## src/core/fault_escalation_regs.vh

```
`ifndef FAULT_ESCALATION_REGS_VH
`define FAULT_ESCALATION_REGS_VH

// Register offsets (byte addresses, one word each)
`define OFS_HARD_FAULT_STATUS   8'h00
`define OFS_PROT_FAULT_STATUS   8'h04
`define OFS_BUS_FAULT_STATUS    8'h08
`define OFS_USAGE_FAULT_STATUS  8'h0C
`define OFS_PROT_FAULT_ADDRESS  8'h10
`define OFS_BUS_FAULT_ADDRESS   8'h14
`define OFS_SYSTEM_CONTROL_REG  8'h18
`define OFS_HANDLER_PRIORITY    8'h1C
`define OFS_HANDLER_ENABLE      8'h20
`define OFS_CORE_STATE          8'h24

// Hard fault status fields
`define HFS_VECTOR_FETCH        0
`define HFS_ESCALATION          1

// Protection fault status fields
`define PFS_INSTR_ACCESS        0
`define PFS_DATA_ACCESS         1
`define PFS_UNSTACKING          2
`define PFS_STACKING            3
`define PFS_ADDR_VALID          7

// Bus fault status fields
`define BFS_PREFETCH            0
`define BFS_EXACT_DATA          1
`define BFS_DEFERRED_DATA       2
`define BFS_UNSTACKING          3
`define BFS_STACKING            4
`define BFS_ADDR_VALID          7

// Usage fault status fields
`define UFS_UNDEFINED           0
`define UFS_BAD_STATE           1
`define UFS_BAD_RETURN          2
`define UFS_COPROC              3
`define UFS_UNALIGNED           4
`define UFS_ZERO_DIVISOR        5

// System control fields
`define SYS_SLEEP_AFTER_HANDLER 1
`define SYS_DEEP_SLEEP_SELECT   2

// Core state fields
`define CST_LOCKUP              0
`define CST_SLEEPING            1
`define CST_DEEP                2
`define CST_EVENT_LATCH         3

// Reset values
`define RST_HANDLER_PRIORITY    24'h000000
`define RST_HANDLER_ENABLE      3'h0
`define RST_SYSTEM_CONTROL      2'h0

// Defined return codes in the low four bits
`define RET_HANDLER_MAIN        4'h1
`define RET_THREAD_MAIN         4'h9
`define RET_THREAD_PROCESS      4'hD

`endif

```

## src/core/fault_escalation_sleep_entry.v

```verilog
// Function
// - Vector fetch bus error is hard fault
// - Escalated fault sets escalation flag
// - Non-executable fetch faults even unprotected
// - Bus errors raise flagged bus fault
// - Usage errors each raise flagged usage fault
// - Foreign instruction set is bad state
// - Configurable fault priorities; hard fixed
// - Software enables per configurable handler
// - Same-kind fault in handler escalates
// - Fault under equal/higher priority escalates
// - Disabled handler's fault escalates
// - Bus handler entry push fault not escalated
// - Hard fault outranks all but reset/NMI
// - Capture address for protection and non-deferred bus faults
// - Hard fault in hard handler locks up
// - Deep-sleep bit selects sleep mode
// - Wait for interrupt sleeps immediately
// - Wait for event tests event latch
// - Sleep after handler returning to thread
// - Reserved return codes give usage fault
//
// The address map and the strobed register port were decided locally.
`timescale 1ns/10ps
`include "fault_escalation_regs.vh"
module fault_escalation_sleep_entry #(
  parameter ADDR_W = 8,
  parameter PRIO_W = 8
) (
  // Clock and reset
  input  wire              clk,
  input  wire              rst,
  // Register port
  input  wire [ADDR_W-1:0] reg_addr,
  input  wire [31:0]       reg_wdata,
  input  wire              reg_wr,
  input  wire              reg_rd,
  output reg  [31:0]       reg_rdata,
  // Hard fault sources
  input  wire              vector_fetch_error,
  // Protection unit reports
  input  wire              prot_instr_mismatch,
  input  wire              non_executable_attr,
  input  wire              prot_data_mismatch,
  input  wire              prot_stacking_mismatch,
  input  wire              prot_unstacking_mismatch,
  input  wire [31:0]       prot_access_addr,
  // Bus reports
  input  wire              bus_stacking_error,
  input  wire              bus_unstacking_error,
  input  wire              prefetch_bus_error,
  input  wire              exact_data_bus_error,
  input  wire              deferred_data_bus_error,
  input  wire [31:0]       bus_access_addr,
  // Pipeline reports
  input  wire              coproc_access,
  input  wire              undefined_opcode,
  input  wire              bad_exec_state,
  input  wire              foreign_isa_switch,
  input  wire              unaligned_access,
  input  wire              zero_divisor,
  input  wire              exception_return,
  input  wire [3:0]        exception_return_code,
  // Execution context
  input  wire              handler_active,
  input  wire [PRIO_W-1:0] current_priority,
  input  wire [2:0]        active_class,
  input  wire              hard_handler_active,
  input  wire              nmi_handler_active,
  input  wire              bus_handler_entry,
  // Sleep requests
  input  wire              wait_interrupt_instr,
  input  wire              wait_event_instr,
  input  wire              event_in,
  input  wire              wake,
  // Exception requests
  output reg               take_hard_fault,
  output reg               take_prot_fault,
  output reg               take_bus_fault,
  output reg               take_usage_fault,
  // Core status
  output reg               lockup,
  output reg               sleeping,
  output reg               deep_sleep,
  output reg               halt
);

  localparam CLASSES = 3;
  localparam ST_RUN  = 2'b01;
  localparam ST_LOCK = 2'b10;

  reg  [1:0]              state;
  reg  [1:0]              next_state;
  reg  [1:0]              hard_fault_status;
  reg  [7:0]              protection_fault_status;
  reg  [7:0]              bus_fault_status;
  reg  [5:0]              usage_fault_status;
  reg  [31:0]             protection_fault_address;
  reg  [31:0]             bus_fault_address;
  reg  [1:0]              system_control_reg;
  reg  [CLASSES*PRIO_W-1:0] handler_priority;
  reg  [CLASSES-1:0]      handler_enable;

  wire [3:0]              prot_ev;
  wire [4:0]              bus_ev;
  wire [5:0]              usage_ev;
  wire                    bad_return;
  wire [CLASSES-1:0]      fault_req;
  wire [CLASSES-1:0]      exempt;
  wire [CLASSES-1:0]      escalate;
  wire [CLASSES-1:0]      direct;
  wire                    escalated;
  wire                    hard_now;
  wire                    fixed_active;
  wire                    return_to_thread;
  wire                    sleep_state;
  wire                    deep_state;
  wire                    event_latch;
  wire                    wr_hfs;
  wire                    wr_pfs;
  wire                    wr_bfs;
  wire                    wr_ufs;
  wire                    wr_pfa;
  wire                    wr_bfa;

  // Return code decode: only three defined encodings
  assign bad_return = exception_return &&
                      exception_return_code != `RET_HANDLER_MAIN &&
                      exception_return_code != `RET_THREAD_MAIN &&
                      exception_return_code != `RET_THREAD_PROCESS;
  assign return_to_thread = exception_return && !bad_return &&
                            exception_return_code != `RET_HANDLER_MAIN;

  // Protection events, non-executable counts regardless of unit state
  assign prot_ev[`PFS_INSTR_ACCESS] = prot_instr_mismatch ||
                                      non_executable_attr;
  assign prot_ev[`PFS_DATA_ACCESS]  = prot_data_mismatch;
  assign prot_ev[`PFS_UNSTACKING]   = prot_unstacking_mismatch;
  assign prot_ev[`PFS_STACKING]     = prot_stacking_mismatch;

  // Bus events
  assign bus_ev[`BFS_PREFETCH]      = prefetch_bus_error;
  assign bus_ev[`BFS_EXACT_DATA]    = exact_data_bus_error;
  assign bus_ev[`BFS_DEFERRED_DATA] = deferred_data_bus_error;
  assign bus_ev[`BFS_UNSTACKING]    = bus_unstacking_error;
  assign bus_ev[`BFS_STACKING]      = bus_stacking_error;

  // Usage events
  assign usage_ev[`UFS_UNDEFINED]    = undefined_opcode;
  assign usage_ev[`UFS_BAD_STATE]    = bad_exec_state ||
                                       foreign_isa_switch;
  assign usage_ev[`UFS_BAD_RETURN]   = bad_return;
  assign usage_ev[`UFS_COPROC]       = coproc_access;
  assign usage_ev[`UFS_UNALIGNED]    = unaligned_access;
  assign usage_ev[`UFS_ZERO_DIVISOR] = zero_divisor;

  assign fault_req    = {|usage_ev, |bus_ev, |prot_ev};
  // Push failure on bus handler entry proceeds to the handler
  assign exempt       = {1'b0, bus_handler_entry && bus_stacking_error,
                         1'b0};
  assign fixed_active = hard_handler_active || nmi_handler_active;

  fault_escalator #(
    .CLASSES (CLASSES),
    .PRIO_W  (PRIO_W)
  ) u_escalator (
    .fault_req        (fault_req),
    .escalate_exempt  (exempt),
    .class_priority   (handler_priority),
    .class_enable     (handler_enable),
    .handler_active   (handler_active),
    .fixed_active     (fixed_active),
    .current_priority (current_priority),
    .active_class     (active_class),
    .escalate         (escalate)
  );

  assign escalated = |escalate;
  assign hard_now  = vector_fetch_error || escalated;
  assign direct    = fault_req & ~escalate;

  // Run and lockup states
  always @* begin
    next_state = state;
    case (state)
      ST_RUN: begin
        // Hard fault inside hard or NMI handler cannot be taken
        if (hard_now && fixed_active)
          next_state = ST_LOCK;
      end
      ST_LOCK: begin
        next_state = ST_LOCK;
      end
      default: begin
        next_state = ST_RUN;
      end
    endcase
  end

  sleep_entry u_sleep (
    .clk                  (clk),
    .rst                  (rst),
    .wait_interrupt_instr (wait_interrupt_instr),
    .wait_event_instr     (wait_event_instr),
    .return_to_thread     (return_to_thread),
    .event_in             (event_in),
    .wake                 (wake),
    .inhibit              (state == ST_LOCK),
    .sleep_after_handler  (system_control_reg[0]),
    .deep_sleep_select    (system_control_reg[1]),
    .sleeping             (sleep_state),
    .deep                 (deep_state),
    .event_latch          (event_latch)
  );

  // Register write decode
  assign wr_hfs = reg_wr && reg_addr == `OFS_HARD_FAULT_STATUS;
  assign wr_pfs = reg_wr && reg_addr == `OFS_PROT_FAULT_STATUS;
  assign wr_bfs = reg_wr && reg_addr == `OFS_BUS_FAULT_STATUS;
  assign wr_ufs = reg_wr && reg_addr == `OFS_USAGE_FAULT_STATUS;
  assign wr_pfa = reg_wr && reg_addr == `OFS_PROT_FAULT_ADDRESS;
  assign wr_bfa = reg_wr && reg_addr == `OFS_BUS_FAULT_ADDRESS;

  // Control registers
  always @(posedge clk) begin
    if (rst) begin
      system_control_reg <= `RST_SYSTEM_CONTROL;
      handler_priority   <= `RST_HANDLER_PRIORITY;
      handler_enable     <= `RST_HANDLER_ENABLE;
    end else if (reg_wr) begin
      if (reg_addr == `OFS_SYSTEM_CONTROL_REG)
        system_control_reg <=
          {reg_wdata[`SYS_DEEP_SLEEP_SELECT],
           reg_wdata[`SYS_SLEEP_AFTER_HANDLER]};
      if (reg_addr == `OFS_HANDLER_PRIORITY)
        handler_priority <= reg_wdata[CLASSES*PRIO_W-1:0];
      if (reg_addr == `OFS_HANDLER_ENABLE)
        handler_enable <= reg_wdata[CLASSES-1:0];
    end
  end

  // Sticky cause flags: write one clears, new event wins
  always @(posedge clk) begin
    if (rst) begin
      hard_fault_status       <= 2'h0;
      protection_fault_status <= 8'h00;
      bus_fault_status        <= 8'h00;
      usage_fault_status      <= 6'h00;
    end else begin
      hard_fault_status <=
        (hard_fault_status & ~({2{wr_hfs}} & reg_wdata[1:0])) |
        {escalated, vector_fetch_error};
      protection_fault_status[3:0] <=
        (protection_fault_status[3:0] & ~({4{wr_pfs}} & reg_wdata[3:0])) |
        prot_ev;
      bus_fault_status[4:0] <=
        (bus_fault_status[4:0] & ~({5{wr_bfs}} & reg_wdata[4:0])) |
        bus_ev;
      usage_fault_status <=
        (usage_fault_status & ~({6{wr_ufs}} & reg_wdata[5:0])) |
        usage_ev;
      if (|prot_ev)
        protection_fault_status[`PFS_ADDR_VALID] <= 1'b1;
      else if (wr_pfa || (wr_pfs && reg_wdata[`PFS_ADDR_VALID]))
        protection_fault_status[`PFS_ADDR_VALID] <= 1'b0;
      if (|bus_ev[1:0] || |bus_ev[4:3])
        bus_fault_status[`BFS_ADDR_VALID] <= 1'b1;
      else if (wr_bfa || (wr_bfs && reg_wdata[`BFS_ADDR_VALID]))
        bus_fault_status[`BFS_ADDR_VALID] <= 1'b0;
      protection_fault_status[6:4] <= 3'h0;
      bus_fault_status[6:5]        <= 2'h0;
    end
  end

  // Fault address capture, first fault held until cleared
  always @(posedge clk) begin
    if (rst) begin
      protection_fault_address <= 32'h00000000;
      bus_fault_address        <= 32'h00000000;
    end else begin
      if (|prot_ev &&
          (!protection_fault_status[`PFS_ADDR_VALID] || wr_pfa))
        protection_fault_address <= prot_access_addr;
      else if (wr_pfa)
        protection_fault_address <= 32'h00000000;
      if ((|bus_ev[1:0] || |bus_ev[4:3]) &&
          (!bus_fault_status[`BFS_ADDR_VALID] || wr_bfa))
        bus_fault_address <= bus_access_addr;
      else if (wr_bfa)
        bus_fault_address <= 32'h00000000;
    end
  end

  // Exception requests and status outputs
  always @(posedge clk) begin
    if (rst) begin
      state            <= ST_RUN;
      take_hard_fault  <= 1'b0;
      take_prot_fault  <= 1'b0;
      take_bus_fault   <= 1'b0;
      take_usage_fault <= 1'b0;
      lockup           <= 1'b0;
      sleeping         <= 1'b0;
      deep_sleep       <= 1'b0;
      halt             <= 1'b0;
    end else begin
      state <= next_state;
      // Hard fault outranks configurable classes
      take_hard_fault  <= state == ST_RUN && hard_now &&
                          !fixed_active;
      take_prot_fault  <= state == ST_RUN && !hard_now && direct[0];
      take_bus_fault   <= state == ST_RUN && !hard_now && !direct[0] &&
                          direct[1];
      take_usage_fault <= state == ST_RUN && !hard_now && !direct[0] &&
                          !direct[1] && direct[2];
      lockup           <= next_state == ST_LOCK;
      sleeping         <= sleep_state;
      deep_sleep       <= deep_state;
      halt             <= next_state == ST_LOCK || sleep_state;
    end
  end

  // Read port, data one cycle after the strobe
  always @(posedge clk) begin
    if (rst) begin
      reg_rdata <= 32'h00000000;
    end else if (reg_rd) begin
      case (reg_addr)
        `OFS_HARD_FAULT_STATUS:
          reg_rdata <= {30'h00000000, hard_fault_status};
        `OFS_PROT_FAULT_STATUS:
          reg_rdata <= {24'h000000, protection_fault_status};
        `OFS_BUS_FAULT_STATUS:
          reg_rdata <= {24'h000000, bus_fault_status};
        `OFS_USAGE_FAULT_STATUS:
          reg_rdata <= {26'h0000000, usage_fault_status};
        `OFS_PROT_FAULT_ADDRESS:
          reg_rdata <= protection_fault_address;
        `OFS_BUS_FAULT_ADDRESS:
          reg_rdata <= bus_fault_address;
        `OFS_SYSTEM_CONTROL_REG:
          reg_rdata <= {29'h00000000, system_control_reg, 1'b0};
        `OFS_HANDLER_PRIORITY:
          reg_rdata <= {{(32-CLASSES*PRIO_W){1'b0}}, handler_priority};
        `OFS_HANDLER_ENABLE:
          reg_rdata <= {{(32-CLASSES){1'b0}}, handler_enable};
        `OFS_CORE_STATE:
          reg_rdata <= {28'h0000000, event_latch, deep_state,
                        sleep_state, state == ST_LOCK};
        default:
          reg_rdata <= 32'h00000000;
      endcase
    end else begin
      reg_rdata <= 32'h00000000;
    end
  end

endmodule

```

## src/core/fault_escalator.v

```verilog
`timescale 1ns/10ps
module fault_escalator #(
  parameter CLASSES = 3,
  parameter PRIO_W  = 8
) (
  // Fault requests per configurable class
  input  wire [CLASSES-1:0]        fault_req,
  input  wire [CLASSES-1:0]        escalate_exempt,
  // Software controls
  input  wire [CLASSES*PRIO_W-1:0] class_priority,
  input  wire [CLASSES-1:0]        class_enable,
  // Execution context
  input  wire                      handler_active,
  input  wire                      fixed_active,
  input  wire [PRIO_W-1:0]         current_priority,
  input  wire [CLASSES-1:0]        active_class,
  // Decision
  output wire [CLASSES-1:0]        escalate
);

  genvar i;
  generate
    for (i = 0; i < CLASSES; i = i + 1) begin : g_class
      wire [PRIO_W-1:0] prio;
      wire              blocked;
      assign prio = class_priority[i*PRIO_W +: PRIO_W];
      // Handler cannot preempt equal or higher priority context
      assign blocked = (handler_active && current_priority <= prio) ||
                       fixed_active;
      // Disabled handler, own class active, or blocked
      assign escalate[i] = fault_req[i] && !escalate_exempt[i] &&
                           (!class_enable[i] || active_class[i] ||
                            blocked);
    end
  endgenerate

endmodule

```

## src/core/sleep_entry.v

```verilog
`timescale 1ns/10ps
module sleep_entry (
  // Clock and reset
  input  wire clk,
  input  wire rst,
  // Requests
  input  wire wait_interrupt_instr,
  input  wire wait_event_instr,
  input  wire return_to_thread,
  input  wire event_in,
  input  wire wake,
  input  wire inhibit,
  // Controls
  input  wire sleep_after_handler,
  input  wire deep_sleep_select,
  // State
  output reg  sleeping,
  output reg  deep,
  output reg  event_latch
);

  wire evt_sleep;
  wire enter;

  // Event latch tested by wait for event
  assign evt_sleep = wait_event_instr && !event_latch;
  assign enter = !inhibit && (wait_interrupt_instr || evt_sleep ||
                 (return_to_thread && sleep_after_handler));

  always @(posedge clk) begin
    if (rst) begin
      sleeping    <= 1'b0;
      deep        <= 1'b0;
      event_latch <= 1'b0;
    end else begin
      // New event wins over the clear by wait for event
      if (event_in)
        event_latch <= 1'b1;
      else if (wait_event_instr && event_latch)
        event_latch <= 1'b0;
      if (enter) begin
        sleeping <= 1'b1;
        deep     <= deep_sleep_select;
      end else if (wake || inhibit) begin
        sleeping <= 1'b0;
        deep     <= 1'b0;
      end
    end
  end

endmodule

```

## config.mk

```make
export PLATFORM = sky130hd
export DESIGN_NAME = fault_escalation_sleep_entry
export DESIGN_NICKNAME = d
export VERILOG_FILES = /design/src/core/fault_escalation_sleep_entry.v /design/src/core/fault_escalator.v /design/src/core/sleep_entry.v
export VERILOG_INCLUDE_DIRS = /design/src /design/src/core
export SDC_FILE = /design/constraint.sdc
export NUM_CORES = 1
export LEC_CHECK = 0
export BUFFER_PORTS_ARGS = -buffer_cell sky130_fd_sc_hd__clkbuf_2
export CORE_UTILIZATION = 56
export CTS_CLUSTER_SIZE = 25
export DETAILED_ROUTE_END_ITERATION = 10
export PLACE_DENSITY = 0.87
export SETUP_SLACK_MARGIN = 0.2
export SYNTH_ARGS = -nofsm -noshare
export SYNTH_HDL_FRONTEND = slang
export SYNTH_SLANG_ARGS = --single-unit
```

## constraint.sdc

```tcl
create_clock -name clk -period 5.05 [get_ports clk]
set_input_delay 0.2525 -clock clk [delete_from_list [all_inputs] [get_ports clk]]
set_output_delay 0.2525 -clock clk [all_outputs]
set_load 0.005 [all_outputs]
```

==> impl_metrics.ini <==
[status]
status = finished clean

[logic_synthesis]
postSynth.asyncResetShare_pct = 0
synth_area_leaders = dfxtp_1 (49%), a22o_1 (8.7%), nand2_1 (5.1%)
synth_flop_cell = dfxtp_1
synthesis.area_um2 = 6450
synth_edf_count = 0
synth_seq_cells = 157
yosysWarningCount = 0
post_synth_num_cell_types = 56
syn_inst = 686
yosys.area.top_type = dfxtp_1
ys_seq_area_share_pct = 48.8
yosys.area.top_type_share_pct = 48.8
syn_area_per_cell_um2 = 9.40
synthesis.nets = 861

[final_layout]
top_regs = bus_fault_address: 32 flops, protection_fault_address: 32 flops, reg_rdata: 32 flops
fin_nets = 1031
seq_area_um2 = 3140
syn2layout_area_growth_pct = 24.3
num_antenna_cells = 0
layout_common_cells = clkbuf_2 (180), dfxtp_1 (157), nand2_1 (87)
fin_cells = 1009
final_common_cell = clkbuf_2
fin_util_pct = 72.6
fill_cells = 801
multi_input_area_um2 = 3000
layout-drive-gt1-share_pct = 27.0

[clock_tree]
clk_path_buf_depth = 2
cts-root-buf = clkbuf_16
cts_tree = built
cts_hold_buf = 0
clk_pin_slew_ps = 70
clk_latency_ps = 430
post_cts_resize_count = 0
postCtsSetupBuffers = 0
htreeDepth = 4
cts_made_buffers = 17
clock-sinks = 157

[floorplan]
ios = 189
die_x_um = 109
start_util_pct = 58.4
core_um2 = 11000
dieArea_um2 = 11900
rows = 38
die_y_um = 109

[placement]
placed_cells = 977
dp_hpwl_um = 13600
io_buffers = 180
place_congestion = 0.929

[sta]
post-route-min-period_ps = 2310
tightest_slew_ps = 1140
setup_tns_ps = 0
fin_crit_sh_pct = 45.8
max_slew_margin_pct = 23.4
max_freq_mhz = 433
slew_violations = 0
finalHoldViolations = 0
holdWs_ps = 35.5
setup_violations = 0
rsz0062_at_grt = false
clock_skew_ps = 11.6

[worst_setup_path]
required_ps = 5370
cp-start-kind = flop
worstPathArrival_ps = 2630
path_max_fanout = 7
timing.setup.critical_path_class = reg2reg
worstSetupEndpointType = flop

[routing]
wl_per_cell_um = 18.9
dr.pass1.iters = 8
num_vias = 6139
vias_per_cell = 6.08
wl_um = 19100
drtIter0Drc = 682
drc = 0
ant_nets = 0

[grt]
grt_pass1_wl_um = 29400
grt_max_degree = 58
antenna_found_initial = 0
grt_usage_pct = 32.5
grt_pass1_vias = 5946
overflow = 0

[power_and_ir_drop]
total_power_mw = 2.95
irDropWorstVdd_mv = 0.361
p_leak_nw = 3.34
pwr_density_cell_nw_per_um2 = 368

[flow_run]
maxCapViolations = 0

[min_path]
hold_path.class = in2reg
==> cell type report <==
class | count | area share [%]
multi-input combinational | 459 | 37.4
inverter | 33 | 1.55
tap | 140 | 2.19
clock buffer | 18 | 5.36
clock inverter | 14 | 2.26
sequential | 157 | 39.2
timing repair buffer | 188 | 12.0
==> final timing paths <==
path | start | to | slack (ps) | cells past startpoint
setup / recovery | handler_priority[23]$_SDFFE_PP0P_ | state[0]$_SDFF_PP1_ | 2740 | 8
hold / removal | prot_access_addr[4] | protection_fault_address[4]$_SDFFE_PP0P_ | 40 | 2
setup reg to reg | handler_priority[23]$_SDFFE_PP0P_ | state[0]$_SDFF_PP1_ | 2740 | 8
hold reg to reg | usage_fault_status[2]$_SDFF_PP0_ | usage_fault_status[2]$_SDFF_PP0_ | 480 | 2
==> synthesized netlist by cell type (3+ instances only) <==
library cell / number
dfxtp_1: 157
nand2_1: 87
a22o_1: 64
nor2_1: 63
a21oi_1: 57
inv_1: 33
ha_1: 26
a222oi_1: 22
a22oi_1: 17
clkbuf_1: 15
nand3_1: 13
buf_2: 11
mux2i_1: 9
nor3_1: 9
nand4_1: 8
o21ai_0: 8
a31oi_1: 7
buf_4: 7
nor2b_1: 7
o21ai_1: 6
a211oi_1: 5
and2_1: 4
nand2b_1: 4
buf_6: 3
nor4_2: 3
o21a_1: 3
or3_1: 3
==> layer usage <==
metal | share of wire (%) | track usage [%] | wire (µm)
met2 | 47 | 53.5 | 8910
met3 | 8.8 | 8.89 | 1670
met5 | 0 | 0 | 0
met1 | 42 | 40.6 | 8080
met4 | 2.2 | 12.2 | 412
==> critical path, cell delays in order (launching register included) <==
cell,delay [ps]
dfxtp_1,410
inv_1,70
ha_1,310
nand4_1,130
o21ai_1,90
a2111oi_1,580
o21ai_1,170
o21a_1,220
a31o_1,230
==> kinds of logic (layout without fill, tap and decap cells) <==
family,Yosys count,after routing,share of synthesized area (%)
and+or+nand+nor,218,218,15.9
AOI/OAI and AO/OA,206,206,23.9
DFF,157,157,48.8
buffers and inverters,70,253,5.05
adders and majority gates,26,26,5.05
muxes,9,9,1.40
==> per-stage QoR <==
| step | setup WS, ps | instance area (µm²) |
|---|---|---|
| after floorplan | 3110 | 6450 |
| after global placement | 2680 | 7400 |
| after detailed placement | 2670 | 7400 |
| after CTS | 2750 | 8010 |
| after global routing | 2520 | 8010 |
| final | 2740 | 8010 |
==> report_power, final <==
group / internal, mW / total, mW / switching, mW
combinational: 0.126 / 0.289 / 0.162
sequential: 1.30 / 1.34 / 0.0392
clock: 0.787 / 1.32 / 0.536
total: 2.21 / 2.95 / 0.738
Note: power is estimated with default switching activity, not from simulation.
